`config.mk`:
```
export PLATFORM = sky130hd
export DESIGN_NAME = itic_insert
export DESIGN_NICKNAME = d
export VERILOG_FILES = /design/src/inc/itic_pkg.sv /design/src/verilog/itic_ram.sv /design/src/verilog/itic_fifo.sv /design/src/verilog/itic_insert.sv
export SDC_FILE = /design/constraint.sdc
export NUM_CORES = 1
export LEC_CHECK = 0
export ABC_CLOCK_PERIOD_IN_PS = 11000
export BUFFER_PORTS_ARGS = -buffer_cell sky130_fd_sc_hd__buf_2
export CORE_MARGIN = 1
export CORE_UTILIZATION = 55
export CTS_CLUSTER_DIAMETER = 200
export CTS_CLUSTER_SIZE = 24
export DETAILED_ROUTE_END_ITERATION = 8
export GPL_ROUTABILITY_DRIVEN = 0
export PLACE_DENSITY_LB_ADDON = 0.12
export SLEW_MARGIN = 0
export SYNTH_ARGS = -nofsm -noshare
export SYNTH_HDL_FRONTEND = slang
export SYNTH_HIERARCHICAL = 1
export SYNTH_SLANG_ARGS = --single-unit
```
`constraint.sdc`:
```
create_clock -name clk -period 11 [get_ports clk]
set_input_delay 0 -clock clk [delete_from_list [all_inputs] [get_ports clk]]
set_output_delay 0 -clock clk [all_outputs]
set_load 0.02 [all_outputs]
```
`src/inc/itic_pkg.sv`:
```
// Purpose: Shared constants and types for the ingress timestamp insertion block
// Assumes: Management registers are 16 bits wide on a 5-bit register address
// Notes:   Each offset, field position, reset value and count is named once here
package itic_pkg;

  // Register offsets on the management port
  localparam logic [4:0]  ADDR_INS_CTRL = 5'h17;
  localparam logic [4:0]  ADDR_CORR_SEL = 5'h18;

  // Reset values and writable bits
  localparam logic [15:0] INS_CTRL_RST   = 16'h0000;
  localparam logic [15:0] CORR_SEL_RST   = 16'h0000;
  localparam logic [15:0] INS_CTRL_WMASK = 16'hff7f;
  localparam logic [15:0] REG_UNMAPPED   = 16'h0000;

  // Field positions in the insertion control register
  localparam int unsigned SEC_SEL_LSB  = 14;
  localparam int unsigned SECONDS_BYTE_OFFSET_LSB  = 8;
  localparam int unsigned NSEC_EN_BIT  = 6;
  localparam int unsigned SUBSECOND_BYTE_OFFSET_LSB = 0;

  // Seconds write selector codes and their byte counts, plus nanoseconds and emulation record lengths
  localparam logic [1:0] SEC_SEL_ONE  = 2'h1;
  localparam logic [1:0] SEC_SEL_FOUR = 2'h2;
  localparam logic [1:0] SEC_SEL_SIX  = 2'h3;
  localparam logic [3:0] SEC_LEN_ONE  = 4'h1;
  localparam logic [3:0] SEC_LEN_FOUR = 4'h4;
  localparam logic [3:0] SEC_LEN_SIX  = 4'h6;
  localparam logic [3:0] NSEC_LEN     = 4'h4;
  localparam logic [3:0] EMU_LEN      = 4'ha;

  // Header byte that carries the least significant byte of correctionField
  localparam logic [7:0] CF_LSB_POS = 8'h0f;

  // Correction select codes
  localparam logic [1:0] CORR_NONE  = 2'h0;
  localparam logic [1:0] CORR_ONE   = 2'h1;
  localparam logic [1:0] CORR_TWO   = 2'h2;

  // Data path buffering
  localparam int unsigned FIFO_W     = 9;
  localparam int unsigned FIFO_DEPTH = 32;
  localparam int unsigned FIFO_SLACK = 2;

  // Stream control states
  typedef enum logic [1:0]
  {
    ST_RUN   = 2'b01,
    ST_FLUSH = 2'b10
  } itic_state_e;

endpackage

```
`src/verilog/itic_ram.sv`:
```
// Purpose: Small dual-port memory with a registered read port
// Assumes: One clock; read and write of the same entry never coincide
// Notes:   Array holds no reset; only the read register is reset
`timescale 1ns/10ps
`default_nettype none
module itic_ram
#(
  parameter int unsigned W  = 9,
  parameter int unsigned D  = 32,
  parameter int unsigned AW = 5
)
(
  input  wire logic          clk,
  input  wire logic          rst_n,
  input  wire logic          wrEn,
  input  wire logic [AW-1:0] wrAddr,
  input  wire logic [W-1:0]  wrData,
  input  wire logic          rdEn,
  input  wire logic [AW-1:0] rdAddr,
  output var  logic [W-1:0]  rdData
);

  logic [W-1:0] mem [D];

  // Storage write
  always_ff @(posedge clk)
  begin
    if (wrEn)
    begin
      mem[wrAddr] <= wrData;
    end
  end

  // Registered read
  always_ff @(posedge clk or negedge rst_n)
  begin
    if (!rst_n)
    begin
      rdData <= '0;
    end
    else if (rdEn)
    begin
      rdData <= mem[rdAddr];
    end
  end

endmodule // itic_ram
`default_nettype wire

```
`src/verilog/itic_fifo.sv`:
```
// Purpose: First-in first-out buffer with valid and ready on both sides
// Assumes: Depth is a power of two
// Notes:   Read data come from the memory read register; almostFull leaves slack
`timescale 1ns/10ps
`default_nettype none
module itic_fifo
  import itic_pkg::*;
#(
  parameter int unsigned W     = FIFO_W,
  parameter int unsigned D     = FIFO_DEPTH,
  parameter int unsigned SLACK = FIFO_SLACK
)
(
  input  wire logic         clk,
  input  wire logic         rst_n,
  input  wire logic         wrValid,
  output logic              wrReady,
  input  wire logic [W-1:0] wrData,
  output logic              almostFull,
  output var  logic         rdValid,
  input  wire logic         rdReady,
  output logic [W-1:0]      rdData
);

  localparam int unsigned AW = $clog2(D);

  logic [AW:0]   cnt;
  logic [AW-1:0] wrPtr;
  logic [AW-1:0] rdPtr;

  // Handshake decode
  wire wrFire = wrValid && wrReady;
  wire load   = (cnt != '0) && (!rdValid || rdReady);
  assign wrReady    = (cnt < (AW+1)'(D));
  assign almostFull = (cnt >= (AW+1)'(D - SLACK));

  // Pointers, fill count and output valid
  always_ff @(posedge clk or negedge rst_n)
  begin
    if (!rst_n)
    begin
      cnt     <= '0;
      wrPtr   <= '0;
      rdPtr   <= '0;
      rdValid <= 1'b0;
    end
    else
    begin
      cnt     <= cnt + (AW+1)'(wrFire) - (AW+1)'(load);
      wrPtr   <= wrPtr + AW'(wrFire);
      rdPtr   <= rdPtr + AW'(load);
      rdValid <= load || (rdValid && !rdReady);
    end
  end

  itic_ram
  #(
    .W  (W),
    .D  (D),
    .AW (AW)
  )
  uRam
  (
    .clk    (clk),
    .rst_n  (rst_n),
    .wrEn   (wrFire),
    .wrAddr (wrPtr),
    .wrData (wrData),
    .rdEn   (load),
    .rdAddr (rdPtr),
    .rdData (rdData)
  );

endmodule // itic_fifo
`default_nettype wire

```
`src/verilog/itic_insert.sv`:
```
// Purpose: Ingress PTP timestamp insertion and correctionField adjustment
// Assumes: Stream, timestamps and correction values come from logic on clk
// Notes:   Eight-byte delay line lets the correction sum carry across bytes
`timescale 1ns/10ps
`default_nettype none
module itic_insert
  import itic_pkg::*;
(
  input  wire logic        clk,
  input  wire logic        rst_n,
  input  wire logic [4:0]  regAddr,
  input  wire logic        regWrite,
  input  wire logic [15:0] regWdata,
  output var  logic [15:0] regRdata,
  input  wire logic        emulationMode,
  input  wire logic        emulationInsertEnable,
  input  wire logic [47:0] tsSeconds,
  input  wire logic [29:0] tsNanosec,
  input  wire logic [29:0] periodicOutputOneNs,
  input  wire logic [31:0] correctionValueOne,
  input  wire logic [31:0] correctionValueTwo,
  input  wire logic [31:0] correctionValueThree,
  input  wire logic [7:0]  inData,
  input  wire logic        inValid,
  input  wire logic        inLast,
  input  wire logic        inHdrStart,
  input  wire logic        inCwStart,
  output var  logic        inReady,
  output logic [7:0]       outData,
  output logic             outLast,
  output logic             outValid,
  input  wire logic        outReady
);

  logic [15:0] insCtrl;
  logic [15:0] corrSel;
  itic_state_e state;
  itic_state_e next_state;
  logic [63:0] dly;
  logic [7:0]  dlyValid;
  logic [7:0]  dlyLast;
  logic [7:0]  hdrCnt;
  logic        hdrSeen;
  logic [7:0]  cwCnt;
  logic        cwSeen;
  logic [3:0]  msgType;
  logic        fifoWrReady;
  logic        fifoAlmostFull;
  logic [8:0]  fifoRdData;

  // Control register fields
  wire [1:0] secondsWriteSelect   = insCtrl[SEC_SEL_LSB +: 2];
  wire [5:0] secondsByteOffset    = insCtrl[SECONDS_BYTE_OFFSET_LSB +: 6];
  wire       subsecondWriteEnable = insCtrl[NSEC_EN_BIT];
  wire [5:0] subsecondByteOffset  = insCtrl[SUBSECOND_BYTE_OFFSET_LSB +: 6];

  // Register decode and read selection
  wire hitIns = (regAddr == ADDR_INS_CTRL);
  wire hitCor = (regAddr == ADDR_CORR_SEL);
  wire [15:0] rdMux = hitIns ? insCtrl : (hitCor ? corrSel : REG_UNMAPPED);

  // Register writes and registered read data
  always_ff @(posedge clk or negedge rst_n)
  begin
    if (!rst_n)
    begin
      insCtrl  <= INS_CTRL_RST;
      corrSel  <= CORR_SEL_RST;
      regRdata <= REG_UNMAPPED;
    end
    else
    begin
      if (regWrite && hitIns)
      begin
        insCtrl <= regWdata & INS_CTRL_WMASK;
      end
      if (regWrite && hitCor)
      begin
        corrSel <= regWdata;
      end
      regRdata <= rdMux;
    end
  end

  // Byte positions from the header start and the control word start
  wire       inFire  = inValid && inReady;
  wire [7:0] hdrPos  = inHdrStart ? 8'h00 : hdrCnt;
  wire       hdrOk   = inHdrStart || hdrSeen;
  wire [7:0] cwPos   = inCwStart ? 8'h00 : cwCnt;
  wire       cwOk    = inCwStart || cwSeen;

  // Seconds insertion window
  wire [3:0] secLen = (secondsWriteSelect == SEC_SEL_ONE)  ? SEC_LEN_ONE :
                      (secondsWriteSelect == SEC_SEL_FOUR) ? SEC_LEN_FOUR :
                      (secondsWriteSelect == SEC_SEL_SIX)  ? SEC_LEN_SIX : 4'h0;
  wire [7:0] secIdx  = hdrPos - {2'b00, secondsByteOffset};
  wire       secHit  = hdrOk && (hdrPos >= {2'b00, secondsByteOffset})
                       && (secIdx < {4'h0, secLen});
  wire [3:0] secRank = secLen - 4'h1 - secIdx[3:0];
  wire [7:0] secByte = 8'(tsSeconds >> {secRank, 3'b000});

  // Nanoseconds or emulation record window
  wire        nsActive = subsecondWriteEnable
                         && (!emulationMode || emulationInsertEnable);
  wire [79:0] nsField  = emulationMode ?
                         {2'b00, tsNanosec, 2'b00, periodicOutputOneNs,
                          correctionValueOne[15:0]} :
                         {48'h0, 2'b00, tsNanosec};
  wire [3:0]  nsLen    = emulationMode ? EMU_LEN : NSEC_LEN;
  wire [7:0]  nsPos    = emulationMode ? cwPos : hdrPos;
  wire        nsOk     = emulationMode ? cwOk : hdrOk;
  wire [7:0]  nsIdx    = nsPos - {2'b00, subsecondByteOffset};
  wire        nsHit    = nsActive && nsOk && (nsPos >= {2'b00, subsecondByteOffset})
                         && (nsIdx < {4'h0, nsLen});
  wire [3:0]  nsRank   = nsLen - 4'h1 - nsIdx[3:0];
  wire [7:0]  nsByte   = 8'(nsField >> {nsRank, 3'b000});

  // Substituted byte; nanoseconds win where the two windows overlap
  wire [7:0] subByte = nsHit ? nsByte : (secHit ? secByte : inData);

  // Correction selection by message type
  wire [3:0]  typeNow  = (hdrPos == 8'h00) ? inData[3:0] : msgType;
  wire [1:0]  corrCode = corrSel[{typeNow[2:0], 1'b0} +: 2];
  wire [31:0] corrAdd  = (corrCode == CORR_ONE) ? correctionValueOne :
                         (corrCode == CORR_TWO) ? correctionValueTwo :
                         correctionValueThree;
  wire        corrNow  = inFire && hdrOk && (hdrPos == CF_LSB_POS)
                         && !typeNow[3] && (corrCode != CORR_NONE);

  // Delay line shift and the correction sum over the last eight bytes
  wire        flushing = (state == ST_FLUSH);
  wire        advance  = inFire || (flushing && fifoWrReady);
  wire [7:0]  shByte   = inFire ? subByte : 8'h00;
  wire [63:0] shv      = {dly[55:0], shByte};
  wire [63:0] sumv     = shv + {32'h0, corrAdd};
  wire [63:0] nextDly  = corrNow ? sumv : shv;
  wire        fifoPush = advance && dlyValid[7];
  wire        drained  = (dlyValid[6:0] == 7'h00);

  // Stream state: run until the last byte, then drain the delay line
  always_comb
  begin
    next_state = state;
    unique case (state)
      ST_RUN:
      begin
        if (inFire && inLast)
        begin
          next_state = ST_FLUSH;
        end
      end
      ST_FLUSH:
      begin
        if (advance && drained)
        begin
          next_state = ST_RUN;
        end
      end
      default:
      begin
        next_state = ST_RUN;
      end
    endcase
  end

  // State, input ready and delay line
  always_ff @(posedge clk or negedge rst_n)
  begin
    if (!rst_n)
    begin
      state    <= ST_RUN;
      inReady  <= 1'b0;
      dly      <= '0;
      dlyValid <= '0;
      dlyLast  <= '0;
    end
    else
    begin
      state   <= next_state;
      inReady <= (next_state == ST_RUN) && !fifoAlmostFull;
      if (advance)
      begin
        dly      <= nextDly;
        dlyValid <= {dlyValid[6:0], inFire};
        dlyLast  <= {dlyLast[6:0], inFire && inLast};
      end
    end
  end

  // Header and control word position tracking, message type capture
  always_ff @(posedge clk or negedge rst_n)
  begin
    if (!rst_n)
    begin
      hdrCnt  <= '0;
      hdrSeen <= 1'b0;
      cwCnt   <= '0;
      cwSeen  <= 1'b0;
      msgType <= '0;
    end
    else if (inFire)
    begin
      hdrCnt  <= (hdrPos == 8'hff) ? hdrPos : hdrPos + 8'h01;
      cwCnt   <= (cwPos == 8'hff) ? cwPos : cwPos + 8'h01;
      hdrSeen <= hdrOk && !inLast;
      cwSeen  <= cwOk && !inLast;
      if (hdrOk && (hdrPos == 8'h00))
      begin
        msgType <= inData[3:0];
      end
    end
  end

  // Output buffer toward the MAC side
  itic_fifo
  #(
    .W     (FIFO_W),
    .D     (FIFO_DEPTH),
    .SLACK (FIFO_SLACK)
  )
  uFifo
  (
    .clk        (clk),
    .rst_n      (rst_n),
    .wrValid    (fifoPush),
    .wrReady    (fifoWrReady),
    .wrData     ({dlyLast[7], dly[63:56]}),
    .almostFull (fifoAlmostFull),
    .rdValid    (outValid),
    .rdReady    (outReady),
    .rdData     (fifoRdData)
  );

  // Buffer entry split into byte and end marker
  assign outData = fifoRdData[7:0];
  assign outLast = fifoRdData[8];

endmodule // itic_insert
`default_nettype wire

```
==> results.txt <==
- Headroom to the max-slew limit came out at 15.8%.
- Hold Vio Cnt, Final: 0
- Row cnt: 76
* Count of nets after finishing: 2,654
* Peak fanout along the critical path: 16
- Remaining global-route overflow: 0
* Total die area: 0.0453 mm2
- Buffers inserted to repair hold after CTS numbered 32.
- The Yosys step of the flow raised 6 warnings.
- The number of nets in the synthesized netlist is 2,429.
- Once detail routing completed, the nets flagged for antenna violations numbered 0.
* Outcome: complete, no violations
* Post-synthesis compound-gate area fraction: 13.5%
- Final hold analysis gives a worst-case slack of 0.0477 ns.
- Clock latency of the later-clocked register in the worst-skew pair: 0.59 ns
* Via count of the routed design: 17,700
- Global routing used 27.9% of the available tracks across all layers.
* Worst Skew: 0.0397 ns
* Xor-xnor portion of the synthesized cell area: 3.03%
* Final HPWL from detailed placement: 44,100 um
- Fmax: 135 MHz
- Mean routed wirelength per cell: 21.4 um
* Total iterations of the first detailed-routing run: 5
* Sequential element share of the synthesized area: 53.6%
- Critical hold path startpoint: regAddr[3]
- First-pass GRT wire length: 97,100 um
- Total routed wirelength: 62,900 um
* Setup repair bufs after CTS: 0
- Total setup violations reported at the end of the flow: 0
- The number of antenna violations at the first check in global routing is 0.
- Width of the die: 213 um
- Relative to the synthesized area, the layout overhead comes to 10.9%.
- Synthesized area per cell: 11.6 um2
- Final non-filler cell total: 2,934
- Dominant combinational cell family by area after synthesis: compound AO/OA/AOI/OAI gates
* Post-route setup TNS: 0 ns
- Source of the worst register-to-register timing path: hdrCnt[1]$_DFFE_PN0P_
- The synthesized design contains 466 register bits.
- The clock period could shrink to 7.43 ns.
- MaxCap Viol Count: 0
- Launching instance or port of the critical path: hdrCnt[1]$_DFFE_PN0P_
* Fraction of synthesized cell area taken by the top area cell type: 35.4%
- Post-synthesis cell type with the largest combined area: sky130_fd_sc_hd__edfxtp_1
- Yosys mapped the design onto 83 distinct sky130hd cell types.
- Clock tree synthesis selected as its root buffer the cell sky130_fd_sc_hd__clkbuf_16.
- The synthesized design contains 288 enable-type register cells.
* Number of diodes added for antenna fixing: 0
- Tightest Hold Check Type: input port to register
- After the first detailed-routing iteration, the DRC count stood at 1,407.
- Peak supply drop: 0.234 mV
- Post-synthesis instance total: 2,107
- Of all flip-flops after synthesis, the portion carrying an async set or reset was 38.2%.
- The tree built by TritonCTS fans out to 466 sinks.
- In the synthesized netlist the dominant register cell turns out to be sky130_fd_sc_hd__edfxtp_1.
* Number of buffers on the longest clock path: 3
* Fraction of the mapped netlist area in simple logic gates: 10.1%
- The count of pins over their slew limit is 0.
* Number of buffers inserted during clock tree synthesis: 23
- Measured against the total synthesized area, the mux share comes to 11.8%.
- In this run the number of H-tree levels came out at 1.
* Instance count after placement with tap cells included: 2,860
* Clock tree from TritonCTS: built
* Netlist area before placement: 0.0245 mm2
- Via count of the first global-routing pass: 17,500
- For this run, design rule violations remaining after detail routing come to 0.
- Slew at the pin with the worst max-slew slack: 1.26 ns
- Setup repair after global routing left no endpoint under its margin.
- Dividing the detail-routed via count by the number of cells gives 6.03.
* Arrival @ worst endpoint: 7.84 ns
- In the final layout, the share of cells above drive strength 1 is 17.8%.
- STA classifies the critical path startpoint as a register.
- The die is 213 um tall.
- Clock-pin slew was measured on the worst setup and hold paths at 0.10 ns.
- Adder and majority gate portion of the synthesized area: 4.23%
* Starting utilization of the core area: 56.3%
* Pwr dens: 280 mW/mm2
- Data on the critical path is required at its endpoint by 11.41 ns.
- Setup CP Type: register to register
- Entering global routing, the biggest net connects 89 pins.
* Leakage: 11.0 nW
- Category of the worst setup path capture point: register
* Quantity of I/O buffers inserted on ports: 269
- Core region area: 0.0435 mm2
* Top cells by area in the synthesized netlist: sky130_fd_sc_hd__edfxtp_1 (35%), sky130_fd_sc_hd__dfrtp_1 (18%), sky130_fd_sc_hd__mux2i_1 (7.3%), sky130_fd_sc_hd__ha_1 (3.7%), sky130_fd_sc_hd__a21oi_1 (3.0%)
* Top-level port count: 270
- Period utilisation layout: 67.5%
* Gates resized, CTS repair: 0
-- stage by stage --
step           setup slack (ns)  instance area, um2  total power [W]  utilization, %
2_1_floorplan              4.86               24500          0.00558               -
3_3_place_gp               4.15               26100          0.00652            60.1
3_5_place_dp               3.86               26100          0.00662            60.1
4_1_cts                    3.76               27100          0.00758            62.4
5_1_grt                    3.07               27100          0.00811            62.4
6_report                   3.57               27100          0.00760            62.4
-- sequential cells by signal, summed over array words and instances, names as in the netlist, 8 cells and up --
| register | flops |
|---|---|
| uFifo/uRam/rdData | 9 |
| insCtrl | 15 |
| regRdata | 16 |
| dlyLast | 8 |
| uFifo/uRam/mem | 288 |
| dlyValid | 8 |
| dly | 64 |
| corrSel | 16 |
| hdrCnt | 8 |
| cwCnt | 8 |
-- placed cells by master, fill, tap and decap left out, drive strengths merged, types with 58 or more instances in the layout --
cell type / netlist / routed
mux2: 58 / 58
mux2i: 179 / 179
nor2: 125 / 125
inv: 84 / 86
a22oi: 79 / 79
xnor2: 59 / 59
a21oi: 148 / 148
buf: 50 / 286
edfxtp: 288 / 288
dfrtp: 177 / 177
ha: 73 / 73
nand2: 185 / 185
o21ai: 76 / 76
-- path summary, 6_finish.rpt --
check                                                 to  cells after the start  slack, ns
worst max-delay path                 dly[49]$_DFFE_PN0P_                     23       3.57
worst min-delay path               regRdata[6]$_DFF_PN0_                      4       0.05
worst max register to register       dly[49]$_DFFE_PN0P_                     23       3.57
worst min register to register    dlyLast[2]$_DFFE_PN0P_                      2       0.47
max in group asynchronous       uFifo/rdPtr[0]$_DFF_PN0_                      4       9.51
min in group asynchronous        corrSel[14]$_DFFE_PN0P_                      4       0.50
-- layout make-up --
cell class	instances	area, um2
Timing Repair Buffer	317	1800
Clock buffer	40	639
Multi-Input combinational cell	1440	10500
Tap cell	585	732
Inverter	84	315
Clock inverter	2	36.3
Fill cell	3506	16300
Sequential cell	466	13100
-- logic make-up after synthesis --
| logic type | count (synthesis) |
|---|---|
| AND/OR/NAND/NOR | 511 |
| multiplexers | 256 |
| adder cells (fa/ha/maj) | 79 |
| AO/OA/AOI/OAI | 511 |
| XOR/XNOR | 83 |
| buffers and inverters | 201 |
| flip-flops | 466 |
-- cell usage after synthesis (all sizes together) (29+ instances only) --
cell / number
xnor2: 59
a31oi: 31
ha: 73
o22ai: 41
clkbuf: 67
inv: 84
o21ai: 76
nand2: 185
nand3: 41
a22oi: 79
a21o: 29
edfxtp: 288
dfrtp: 177
buf: 50
nor2: 125
mux2i: 179
a21oi: 148
mux2: 58
-- per-layer routing --
metal	share of wire, %	vias to the layer above	GRT usage [%]	routed length, um
li1	-	8321	-	-
met1	42	8658	36.1	26300
met2	51	603	49.6	31800
met3	4.5	106	2.84	2800
met4	3.2	0	8.06	1980
met5	0	-	0	0
-- worst max-delay path, stage by stage (launching register included) --
cell                      delay [ns]
sky130_fd_sc_hd__dfrtp_1        0.40
sky130_fd_sc_hd__nor2b_1        0.43
sky130_fd_sc_hd__inv_1          0.12
sky130_fd_sc_hd__o21ai_0        0.34
sky130_fd_sc_hd__inv_1          0.11
sky130_fd_sc_hd__fa_1           0.53
sky130_fd_sc_hd__ha_1           0.16
sky130_fd_sc_hd__inv_1          0.05
sky130_fd_sc_hd__fa_1           0.77
sky130_fd_sc_hd__nand2_1        0.23
sky130_fd_sc_hd__nor2_1         0.35
sky130_fd_sc_hd__nand2_1        0.16
sky130_fd_sc_hd__o22a_1         0.27
sky130_fd_sc_hd__o21ai_0        0.30
sky130_fd_sc_hd__ha_1           0.38
sky130_fd_sc_hd__a21oi_1        0.20
sky130_fd_sc_hd__o21ai_0        0.14
sky130_fd_sc_hd__o21ai_0        0.49
sky130_fd_sc_hd__o21ai_0        0.32
sky130_fd_sc_hd__a41oi_1        0.49
sky130_fd_sc_hd__o21ba_2        0.55
sky130_fd_sc_hd__or3_4          0.22
sky130_fd_sc_hd__xor2_1         0.14
sky130_fd_sc_hd__a21oi_1        0.08
-- report_power, final --
group	switching [W]	internal [W]	total (W)	leakage [nW]
clock	0.000549	0.000407	0.000956	0.321
sequential	0.000450	0.00224	0.00269	4.79
combinational	0.00233	0.00162	0.00395	5.94
total	0.00333	0.00427	0.00760	11.0
Power figures use the tool's default switching activity.
